File: config.mk
export PLATFORM = sky130hd
export DESIGN_NAME = sltc_top
export DESIGN_NICKNAME = d
export VERILOG_FILES = /design/src/sltc_pkg.sv /design/src/sltc_top.sv /design/src/sltc_tx_seq.sv /design/src/sltc_rx_collect.sv
export SDC_FILE = /design/constraint.sdc
export NUM_CORES = 1
export LEC_CHECK = 0
export BUFFER_PORTS_ARGS = -buffer_cell sky130_fd_sc_hd__buf_2
export CAP_MARGIN = 10
export CORE_MARGIN = 10
export CORE_UTILIZATION = 43
export CTS_BUF_LIST = sky130_fd_sc_hd__clkbuf_2 sky130_fd_sc_hd__clkbuf_4 sky130_fd_sc_hd__clkbuf_8
export CTS_CLUSTER_DIAMETER = 150
export CTS_CLUSTER_SIZE = 16
export DETAILED_ROUTE_END_ITERATION = 8
export PLACE_DENSITY = 0.71
export SLEW_MARGIN = 20
export SYNTH_ARGS = -nofsm -noshare
export SYNTH_HDL_FRONTEND = slang
export SYNTH_HIERARCHICAL = 1
export SYNTH_SLANG_ARGS = --single-unit
File: constraint.sdc
create_clock -name sys_clk -period 15.42 [get_ports sys_clk]
set_input_delay 1.542 -clock sys_clk [delete_from_list [all_inputs] [get_ports sys_clk]]
set_output_delay 1.542 -clock sys_clk [all_outputs]
set_load 0.005 [all_outputs]
File: src/sltc_pkg.sv
// Constants shared by the serial link transfer control block.
package sltc_pkg;
    localparam int          CHAR_W         = 8;
    localparam int          MAX_CHARS      = 4;
    localparam int          COUNT_W        = 4;
    localparam int          ERR_W          = 3;
    // Register byte offsets on the APB bus.
    localparam logic [7:0]  OFS_CTRL       = 8'h00;
    localparam logic [7:0]  OFS_TXDATA     = 8'h04;
    localparam logic [7:0]  OFS_RXDATA     = 8'h08;
    localparam logic [7:0]  OFS_COND       = 8'h0c;
    // Field positions in the control/status word.
    localparam int          F_COUNT_LO     = 0;
    localparam int          F_TX_BUSY      = 8;
    localparam int          F_TX_DONE      = 9;
    localparam int          F_RX_BUSY      = 10;
    localparam int          F_RX_DONE      = 11;
    localparam int          F_STORED_LO    = 20;
    localparam int          F_LIVE_LO      = 24;
    localparam int          F_REG_OVR      = 27;
    localparam int          F_BAD_COUNT    = 28;
    localparam int          F_IF_RESET     = 31;
    // Condition code bits.
    localparam int          CC_BUSY        = 0;
    localparam int          CC_ERROR       = 1;
    localparam logic [3:0]  COUNT_RESET    = 4'h1;
    localparam logic [31:0] WORD_ZERO      = 32'h0000_0000;
endpackage : sltc_pkg

File: src/sltc_top.sv
// Transfer control of a full-duplex serial link, reached over APB.
//
// How it works
// - Data write loads characters, starts transmitter.
// - Data write while transmitting is refused, busy.
// - Transmit busy set by write, cleared at end.
// - Transmit done set at end, cleared by next start or interface reset.
// - Finished transmit block raises transmit interrupt.
// - Receiver listens only while count is valid, fills next slot.
// - Full receive block raises receive interrupt.
// - Live error bits OR all characters of the current block.
// - Unread data overwritten sets register overrun.
// - Every mapped access returns two-bit condition code.
// - Five conditions count as errors.
// - Data read snapshots errors into stored bits.
// - Receive busy from start bit to block end.
// - Receive done set at block end, read clears.
// - Busy and done flags always readable.
// - Block count is four bits, four slots.
`timescale 1ns/100ps
module sltc_top
    import sltc_pkg::*;
#(
    parameter int NCHARS = MAX_CHARS
) (
    input  wire logic                   sys_clk,
    input  wire logic                   rstn,
    input  wire logic                   psel,
    input  wire logic                   penable,
    input  wire logic                   pwrite,
    input  wire logic [7:0]             paddr,
    input  wire logic [31:0]            pwdata,
    output logic      [31:0]            prdata,
    output logic                        pready,
    output logic                        pslverr,
    output logic      [CHAR_W-1:0]      tx_char,
    output logic                        tx_char_valid,
    input  wire logic                   tx_char_ready,
    input  wire logic                   rx_start_bit,
    input  wire logic                   rx_char_valid,
    input  wire logic [CHAR_W-1:0]      rx_char,
    input  wire logic                   rx_parity_error,
    input  wire logic                   rx_framing_error,
    input  wire logic                   rx_hw_overrun,
    output logic      [1:0]             cond_code,
    output logic                        tx_complete_irq,
    output logic                        rx_complete_irq
);
    generate
        if (NCHARS < 1 || NCHARS > 4) begin : g_bad_nchars
            $error("NCHARS must lie between 1 and 4");
        end
    endgenerate

    logic               rst_sync1_q;
    logic               rst_n_q;
    logic [31:0]        prdata_q;
    logic               pready_q;
    logic               pslverr_q;
    logic [1:0]         cond_q;
    logic               tx_irq_q;
    logic               rx_irq_q;
    logic [COUNT_W-1:0] count_q;
    logic [31:0]        txdata_q;
    logic               tx_done_q;
    logic               rx_done_q;
    logic               reg_ovr_q;
    logic [3:0]         stored_err_q;
    logic               tx_busy;
    logic               tx_fin;
    logic               rx_busy;
    logic               rx_fin;
    logic [31:0]        rx_data;
    logic [ERR_W-1:0]   live_err;
    logic               access;
    logic               wr_ctrl;
    logic               wr_data;
    logic               rd_data;
    logic               tx_start;
    logic               count_ok;
    logic               mapped;
    logic               any_error;
    logic [31:0]        status;

    // Flags of the link accept a count only within the slots built here.
    function automatic logic count_valid(input logic [COUNT_W-1:0] c);
        count_valid = (c != '0) && (c <= COUNT_W'(NCHARS));
    endfunction : count_valid

    always_ff @(posedge sys_clk or negedge rstn) begin
        if (!rstn) begin
            rst_sync1_q <= 1'b0;
            rst_n_q     <= 1'b0;
        end else begin
            rst_sync1_q <= 1'b1;
            rst_n_q     <= rst_sync1_q;
        end
    end

    // One wait state: the access is taken in its first access cycle.
    assign access   = psel && penable && !pready_q;
    assign mapped   = (paddr == OFS_CTRL) || (paddr == OFS_TXDATA) ||
                      (paddr == OFS_RXDATA) || (paddr == OFS_COND);
    assign wr_ctrl  = access && pwrite && paddr == OFS_CTRL;
    assign wr_data  = access && pwrite && paddr == OFS_TXDATA;
    assign rd_data  = access && !pwrite && paddr == OFS_RXDATA;
    assign count_ok = count_valid(count_q);
    assign tx_start = wr_data && !tx_busy && count_ok;

    // Overrun and invalid count both count as detectable errors.
    assign any_error = (|live_err) || reg_ovr_q || !count_ok;

    always_comb begin
        status                                  = WORD_ZERO;
        status[F_COUNT_LO +: COUNT_W]           = count_q;
        status[F_TX_BUSY]                       = tx_busy;
        status[F_TX_DONE]                       = tx_done_q;
        status[F_RX_BUSY]                       = rx_busy;
        status[F_RX_DONE]                       = rx_done_q;
        status[F_STORED_LO +: 4]                = stored_err_q;
        status[F_LIVE_LO +: ERR_W]              = live_err;
        status[F_REG_OVR]                       = reg_ovr_q;
        status[F_BAD_COUNT]                     = !count_ok;
    end

    sltc_tx_seq #(
        .NCHARS       (NCHARS)
    ) u_tx (
        .clk          (sys_clk),
        .rst_n        (rst_n_q),
        .start        (tx_start),
        // The sequencer takes the bus word itself: the register copy is
        // loaded on the same edge and would still hold the previous block.
        .data         (pwdata),
        .count        (count_q),
        .char_ready   (tx_char_ready),
        .char_q       (tx_char),
        .char_valid_q (tx_char_valid),
        .busy_q       (tx_busy),
        .done_q       (tx_fin)
    );

    sltc_rx_collect #(
        .NCHARS       (NCHARS)
    ) u_rx (
        .clk          (sys_clk),
        .rst_n        (rst_n_q),
        .enable       (count_ok),
        .count        (count_q),
        .start_bit    (rx_start_bit),
        .char_valid   (rx_char_valid),
        .char_in      (rx_char),
        .char_err     ({rx_hw_overrun, rx_framing_error, rx_parity_error}),
        .data_q       (rx_data),
        .live_err     (live_err),
        .busy_q       (rx_busy),
        .done_q       (rx_fin)
    );

    // Bus answer.
    always_ff @(posedge sys_clk or negedge rst_n_q) begin
        if (!rst_n_q) begin
            pready_q  <= 1'b0;
            pslverr_q <= 1'b0;
            prdata_q  <= WORD_ZERO;
        end else begin
            pready_q  <= access;
            pslverr_q <= access && !mapped;
            if (access && !pwrite) begin
                case (paddr)
                    OFS_CTRL:   prdata_q <= status;
                    OFS_TXDATA: prdata_q <= txdata_q;
                    OFS_RXDATA: prdata_q <= rx_data;
                    OFS_COND:   prdata_q <= {30'h0000_0000, cond_q};
                    default:    prdata_q <= WORD_ZERO;
                endcase
            end else begin
                prdata_q <= WORD_ZERO;
            end
        end
    end

    // Control word and transmit data.
    always_ff @(posedge sys_clk or negedge rst_n_q) begin
        if (!rst_n_q) begin
            count_q  <= COUNT_RESET;
            txdata_q <= WORD_ZERO;
        end else begin
            if (wr_ctrl) begin
                count_q <= pwdata[F_COUNT_LO +: COUNT_W];
            end
            if (tx_start) begin
                txdata_q <= pwdata;
            end
        end
    end

    // Transfer flags; a hardware set beats a simultaneous clear.
    always_ff @(posedge sys_clk or negedge rst_n_q) begin
        if (!rst_n_q) begin
            tx_done_q <= 1'b0;
            rx_done_q <= 1'b0;
            reg_ovr_q <= 1'b0;
        end else begin
            if (tx_fin) begin
                tx_done_q <= 1'b1;
            end else if (tx_start || (wr_ctrl && pwdata[F_IF_RESET])) begin
                tx_done_q <= 1'b0;
            end
            if (rx_fin) begin
                rx_done_q <= 1'b1;
            end else if (rd_data) begin
                rx_done_q <= 1'b0;
            end
            if (rx_char_valid && count_ok && rx_done_q && !rd_data) begin
                reg_ovr_q <= 1'b1;
            end else if (wr_ctrl && pwdata[F_IF_RESET]) begin
                reg_ovr_q <= 1'b0;
            end
        end
    end

    // Stored error snapshot taken only on data reads.
    always_ff @(posedge sys_clk or negedge rst_n_q) begin
        if (!rst_n_q) begin
            stored_err_q <= 4'h0;
        end else if (rd_data) begin
            stored_err_q <= {reg_ovr_q, live_err};
        end
    end

    // Condition code of the most recent mapped access.
    always_ff @(posedge sys_clk or negedge rst_n_q) begin
        if (!rst_n_q) begin
            cond_q <= 2'h0;
        end else if (access && mapped) begin
            cond_q[CC_BUSY]  <= wr_data ? (tx_busy || !count_ok)
                                        : (tx_busy || rx_busy);
            cond_q[CC_ERROR] <= any_error;
        end
    end

    // Completion pulses toward the host, one cycle each.
    always_ff @(posedge sys_clk or negedge rst_n_q) begin
        if (!rst_n_q) begin
            tx_irq_q <= 1'b0;
            rx_irq_q <= 1'b0;
        end else begin
            tx_irq_q <= tx_fin;
            rx_irq_q <= rx_fin;
        end
    end

    assign prdata          = prdata_q;
    assign pready          = pready_q;
    assign pslverr         = pslverr_q;
    assign cond_code       = cond_q;
    assign tx_complete_irq = tx_irq_q;
    assign rx_complete_irq = rx_irq_q;
endmodule : sltc_top

File: src/sltc_tx_seq.sv
// Transmit sequencer: hands a block of characters to the serializer.
`timescale 1ns/100ps
module sltc_tx_seq
    import sltc_pkg::*;
#(
    parameter int NCHARS = MAX_CHARS
) (
    input  wire logic                   clk,
    input  wire logic                   rst_n,
    input  wire logic                   start,
    input  wire logic [31:0]            data,
    input  wire logic [COUNT_W-1:0]     count,
    input  wire logic                   char_ready,
    output logic      [CHAR_W-1:0]      char_q,
    output logic                        char_valid_q,
    output logic                        busy_q,
    output logic                        done_q
);
    typedef enum logic [1:0] {
        SLTC_TX_IDLE = 2'b01,
        SLTC_TX_SEND = 2'b10
    } sltc_tx_state_t;

    sltc_tx_state_t     state_q;
    logic [31:0]        buf_q;
    logic [COUNT_W-1:0] left_q;
    logic [1:0]         idx_q;

    function automatic logic [CHAR_W-1:0] pick(input logic [31:0] w,
                                              input logic [1:0]  i);
        pick = w[i*CHAR_W +: CHAR_W];
    endfunction : pick

    always_ff @(posedge clk or negedge rst_n) begin
        if (!rst_n) begin
            state_q      <= SLTC_TX_IDLE;
            buf_q        <= WORD_ZERO;
            left_q       <= '0;
            idx_q        <= 2'h0;
            char_q       <= '0;
            char_valid_q <= 1'b0;
            busy_q       <= 1'b0;
            done_q       <= 1'b0;
        end else begin
            done_q <= 1'b0;
            case (state_q)
                SLTC_TX_IDLE: begin
                    if (start) begin
                        buf_q        <= data;
                        left_q       <= count;
                        idx_q        <= 2'h0;
                        char_q       <= pick(data, 2'h0);
                        char_valid_q <= 1'b1;
                        busy_q       <= 1'b1;
                        state_q      <= SLTC_TX_SEND;
                    end
                end
                SLTC_TX_SEND: begin
                    if (char_ready) begin
                        if (left_q == COUNT_W'(1)) begin
                            char_valid_q <= 1'b0;
                            busy_q       <= 1'b0;
                            done_q       <= 1'b1;
                            state_q      <= SLTC_TX_IDLE;
                        end else begin
                            idx_q  <= idx_q + 2'h1;
                            char_q <= pick(buf_q, idx_q + 2'h1);
                            left_q <= left_q - COUNT_W'(1);
                        end
                    end
                end
                default: state_q <= SLTC_TX_IDLE;
            endcase
        end
    end
endmodule : sltc_tx_seq

File: src/sltc_rx_collect.sv
// Receive collector: fills character slots and merges their error flags.
`timescale 1ns/100ps
module sltc_rx_collect
    import sltc_pkg::*;
#(
    parameter int NCHARS = MAX_CHARS
) (
    input  wire logic                   clk,
    input  wire logic                   rst_n,
    input  wire logic                   enable,
    input  wire logic [COUNT_W-1:0]     count,
    input  wire logic                   start_bit,
    input  wire logic                   char_valid,
    input  wire logic [CHAR_W-1:0]      char_in,
    input  wire logic [ERR_W-1:0]       char_err,
    output logic      [31:0]            data_q,
    output logic      [ERR_W-1:0]       live_err,
    output logic                        busy_q,
    output logic                        done_q
);
    logic [COUNT_W-1:0] got_q;
    logic [ERR_W-1:0]   slot_err_q [NCHARS];
    logic [NCHARS-1:0]  slot_used_q;
    logic               take;
    logic               last;

    assign take = enable && char_valid;
    assign last = (got_q + COUNT_W'(1)) == count;

    always_ff @(posedge clk or negedge rst_n) begin
        if (!rst_n) begin
            got_q  <= '0;
            busy_q <= 1'b0;
            done_q <= 1'b0;
        end else begin
            done_q <= 1'b0;
            if (take && last) begin
                got_q  <= '0;
                busy_q <= 1'b0;
                done_q <= 1'b1;
            end else begin
                if (take) begin
                    got_q <= got_q + COUNT_W'(1);
                end
                if (enable && start_bit) begin
                    busy_q <= 1'b1;
                end
            end
        end
    end

    // A new block starts by forgetting the previous block's slots.
    generate
        for (genvar s = 0; s < NCHARS; s++) begin : g_slot
            always_ff @(posedge clk or negedge rst_n) begin
                if (!rst_n) begin
                    data_q[s*CHAR_W +: CHAR_W] <= '0;
                    slot_err_q[s]              <= '0;
                    slot_used_q[s]             <= 1'b0;
                end else if (take && got_q == COUNT_W'(s)) begin
                    data_q[s*CHAR_W +: CHAR_W] <= char_in;
                    slot_err_q[s]              <= char_err;
                    slot_used_q[s]             <= 1'b1;
                end else if (take && got_q == '0) begin
                    slot_used_q[s] <= 1'b0;
                end
            end
        end
        if (NCHARS * CHAR_W < 32) begin : g_pad
            assign data_q[31:NCHARS*CHAR_W] = '0;
        end
    endgenerate

    always_comb begin
        live_err = '0;
        for (int s = 0; s < NCHARS; s++) begin
            if (slot_used_q[s]) begin
                live_err = live_err | slot_err_q[s];
            end
        end
    end
endmodule : sltc_rx_collect

Word level (Yosys, flattened, before mapping). Index checks and enable logic that the tools add are counted.

Input port bits: 59. Output and inout port bits: 47. Word-level logic and storage cells: 156. Flip-flop bits (word level): 187.

Order comparisons: 1. Equality and inequality tests: 14. Add/subtract/negate cells: 3. Shift-type cells: 1. Multiplexer cells: 45. Bitwise operators: 3. Reduce and logical (&&, ||, !) cells: 53.

Operators with widths (number): $pmux 32 s4 (1); $mux 32 (1); $shiftx 32x6->8 (1); $mux 8 (3); $logic_and 1x1->1 (22); $mux 1 (20); $mux 4 (5); $reduce_bool 2->1 (9); $eq 8x4->1 const B (2); $pmux 8 s2 (1); $mux 2 (6); $mux 3 (4); $or 3x3->3 (3); $eq 4x1->1 const B (2); $eq 4x2->1 const B (2); $eq 8x3->1 const B (1); $logic_not 8->1 (1); $logic_or 1x1->1 (8); $pmux 2 s2 (2); $pmux 4 s2 (1); $reduce_and 4->1 (2); $logic_not 1->1 (6); $ne 2x2->1 const B (3); $add 4x1->4 const B (1); other kinds (13) (13).

Longest topological paths before layout.
Word-level depth: 10. Mapped depth: 9.

Hierarchy. The synthesis kept the hierarchy.

Modules (own cells, without submodules): sltc_top (seq. area each 2078.2 µm², instances 1, cells each 268, area each 3428.3 µm²); sltc_tx_seq (seq. area each 1252.5 µm², instances 1, cells each 255, area each 2383.5 µm²); sltc_rx_collect (seq. area each 1351.3 µm², instances 1, cells each 158, area each 2255.9 µm²).

Worst setup path before layout. No wires, ideal clock.

Kind: input-to-reg. From: input port paddr[1]. To: register u_tx.idx_q[1]. Stages on the path: 7. Setup time: 0.128 ns. Path buffers: 1. Arrival time: 3.442 ns. Setup slack: 11.850 ns. Cell sequence: or4_1 -> buf_2 -> nor4_4 -> and3_1 -> nand3b_2 -> a22oi_4 -> mux2_1.

Longest elaborated chain between the ends: 6.

RTL lines: from (decl) (RTL line sltc_top.sv:31) `input wire logic [7:0] paddr,`; $eq 8x3->1 (RTL line sltc_top.sv:105) `assign wr_data = access && pwrite && paddr == OFS_TXDATA;`; $logic_and 1x1->1 (RTL line sltc_top.sv:105); $logic_and 1x1->1 (2 in a row) (RTL line sltc_top.sv:108) `assign tx_start = wr_data && !tx_busy && count_ok;`; named net tx_start (RTL line sltc_top.sv:79) `logic tx_start;`; $ne 2x2->1 (no line); $reduce_and 4->1 (no line); to (signal assigned) (RTL line sltc_tx_seq.sv:66) `idx_q <= idx_q + 2'h1;`; to (decl) (RTL line sltc_tx_seq.sv:27) `logic [1:0] idx_q;`.

The timed path passes the listed nets, and every way through them passes these cells. A chain may end at the register's enable or synchronous reset.

Worst setup path after layout. Ends and elaborated chain as after synthesis.

==> impl_metrics.yaml <==
status:
  outcome: "completed"
global_route:
  grt_max_degree: 74
  grt_overflow: 0
  grt_pass1_vias: 5548
  grtUsageTotal: 0.162
  antenna_found_initial: 0
  grt_pass1_wl_um: 31100
worst_setup_path:
  end_kind: "flip-flop"
  critPathRequiredTime_ns: 15.78
  worstPathArrival_ns: 4.67
  start_kind: "input pin"
  crit_fanout: 34
  crit_type: "in -> reg"
synth:
  ys_seq_area_frac: 0.580
  synth.avg_cell_area_um2: 11.8
  synthSimpleGateAreaFrac: 0.135
  synth_xor_area_frac: 0.00837
  synth_top_family_by_area: "multiplexers"
  ys_types: 59
  yosysWarningCount: 6
  ys_ff_latch: 187
  synth_mux_area_frac: 0.154
  synth_cells: 681
  synth_edf_count: 0
  synth_area_um2: 8070
  synth_compound_area_frac: 0.0824
  synth_nets: 746
  synth_flop_cell: "dfrtp_1"
  async_flop_share: 1.00
  synthAdderAreaFrac: 0.00931
timing:
  fin_tns_setup_ns: 0
  rsz0062_at_grt: "no"
  slew_headroom: 0.396
  fin_skew_ns: 0.0126
  slew_viol_final: 0
  tightestPinTransition_ns: 0.903
  hold_violations: 0
  max_freq_mhz: 232
  fin_crit_sh: 0.280
  fin_ws_ns: 11.11
  setup_viol: 0
  min_period_ns: 4.31
detailed_routing:
  vias: 5405
  drtIter0Drc: 521
  wire_per_inst_um: 19.1
  totalWireLength_um: 19600
  drc: 0
  dr.pass1.iters: 5
  vias_per_cell: 5.27
  drt.antenna.violating_nets: 0
pwr:
  p_leak_nw: 4.78
  total_power_mw: 0.861
  ir_drop_v: 0.0000553
  powerDensity_nw_per_um2: 94.1
placement:
  port-buffer-count: 105
  postPlaceCellArea_um2: 8760
  dp_hpwl_um: 14600
  pre_cts_ws_ns: 10.64
  gp_congestion: 0.824
floorplan:
  die_w_um: 157
  dieArea_um2: 24600
  start_util: 0.434
  coreArea_um2: 18600
  ios: 106
  die_h_um: 157
  rows: 50
clocking:
  clock_sinks: 187
  clk_path_buf_depth: 2
  clkTransAtPathRegs_ns: 0.09
  htreeDepth: 4
  ctsHoldBuffers: 0
  clkLatencyLatePin_ns: 0.47
  root_buffer: "clkbuf_8"
  cts_tree: "built"
  cts-resized-gates: 0
  cts_made_buffers: 17
  post-cts-setup-buffers: 0
flow_run:
  drv_cap: 0
finish:
  final_cell_mix: "184 x dfrtp_1, 120 x nand2_1, 105 x buf_2, 74 x mux2_1, 54 x nor2_1"
  design_area_um2: 9150
  mostFrequentLayoutCell: "dfrtp_1"
  nets: 844
  fill_cells: 1668
  areaGrowthSynthToFinish_pct: 13.4
  drive_gt1_frac: 0.250
  diodes: 0
hold_path:
  min-delay-path-class: "reg -> reg"
[cell families after synthesis]
family,Yosys count
other,1
buffers and inverters,44
and+or+nand+nor,232
xor gates and xnor gates,6
muxes,109
DFF,187
adders and majority gates,6
AOI/OAI and AO/OA,96
[registers in the layout, summed over array words and instances, names as in the netlist, 4 cells and up]
signal	flops
u_rx/data_q	32
stored_err_q	4
u_rx/slot_err_q	12
prdata	32
u_rx/got_q	4
u_tx/buf_q	32
txdata_q	32
u_tx/left_q	4
u_tx/char_q	8
count_q	4
u_rx/slot_used_q	4
[metal layers]
metal,wire [um],GRT usage,vias up
met4,301,0.0526,0
met2,9270,0.250,145
li1,-,-,2547
met1,9040,0.223,2689
met5,0,0,-
met3,1000,0.0347,24
[cells in the mapped netlist, types with 6 or more instances]
cell type / count / area share
inv_1: 8 / 0.0037
a21oi_1: 27 / 0.017
a221o_1: 7 / 0.0087
nand3_1: 9 / 0.0056
mux2_2: 18 / 0.025
clkbuf_1: 11 / 0.0051
a22oi_1: 22 / 0.020
o21ai_0: 8 / 0.0050
nand2_1: 120 / 0.056
nor2b_1: 6 / 0.0047
dfrtp_1: 185 / 0.57
o21ai_1: 7 / 0.0043
nor2_2: 7 / 0.0054
buf_2: 13 / 0.0081
a21oi_2: 6 / 0.0065
mux2i_1: 14 / 0.017
buf_6: 6 / 0.0084
ha_1: 6 / 0.0093
mux2_1: 74 / 0.10
nor2_1: 54 / 0.025
[final timing paths]
kind	start	endpoint	slack, ns	cells past startpoint
min	rst_sync1_q$_DFF_PN0_	rst_n_q$_DFF_PN0_	0.35	0
max reg2reg	pready$_DFF_PN0_	u_tx/idx_q[1]$_DFFE_PN0P_	12.23	6
min in group asynchronous	rst_n_q$_DFF_PN0_	u_tx/buf_q[29]$_DFFE_PN0P_	0.40	0
min reg2reg	rst_sync1_q$_DFF_PN0_	rst_n_q$_DFF_PN0_	0.35	0
max	paddr[1]	u_tx/idx_q[1]$_DFFE_PN0P_	11.11	7
max in group asynchronous	rst_n_q$_DFF_PN0_	u_rx/got_q[0]$_DFFE_PN0P_	12.97	2
[report_power, final]
part           internal [mW]  switching (mW)  leakage [nW]
Sequential             0.494         0.00745          2.56
Combinational         0.0151          0.0272          2.03
Clock                  0.147           0.171         0.188
Total                  0.655           0.206          4.78
[critical path: stages]
cell and delay, ns:
buf_2 0.09, or4_1 0.65, nor4_4 0.38, and3_1 0.31
nand3b_2 0.60, a22oi_4 0.71, mux2_1 0.37
[cell type report]
class	count	area [um2]	area share
sequential	187	4690	0.512
clock buffer	24	299	0.0327
timing repair buffer	115	601	0.0657
inverter	8	30.0	0.00328
clock inverter	8	86.3	0.00944
tap	234	293	0.0320
multi-input combinational	450	3150	0.345
[metrics by stage]
stage / hold WS [ns] / utilization / cells
finish: 0.355 / 0.492 / 1026
detailed placement: 0.337 / 0.472 / 994
floorplan: 0.331 / - / 681
global route: 0.374 / 0.492 / 1026
global placement: 0.334 / 0.472 / 994
CTS: 0.358 / 0.492 / 1026
No activity file was read; power rests on OpenSTA's default activity.
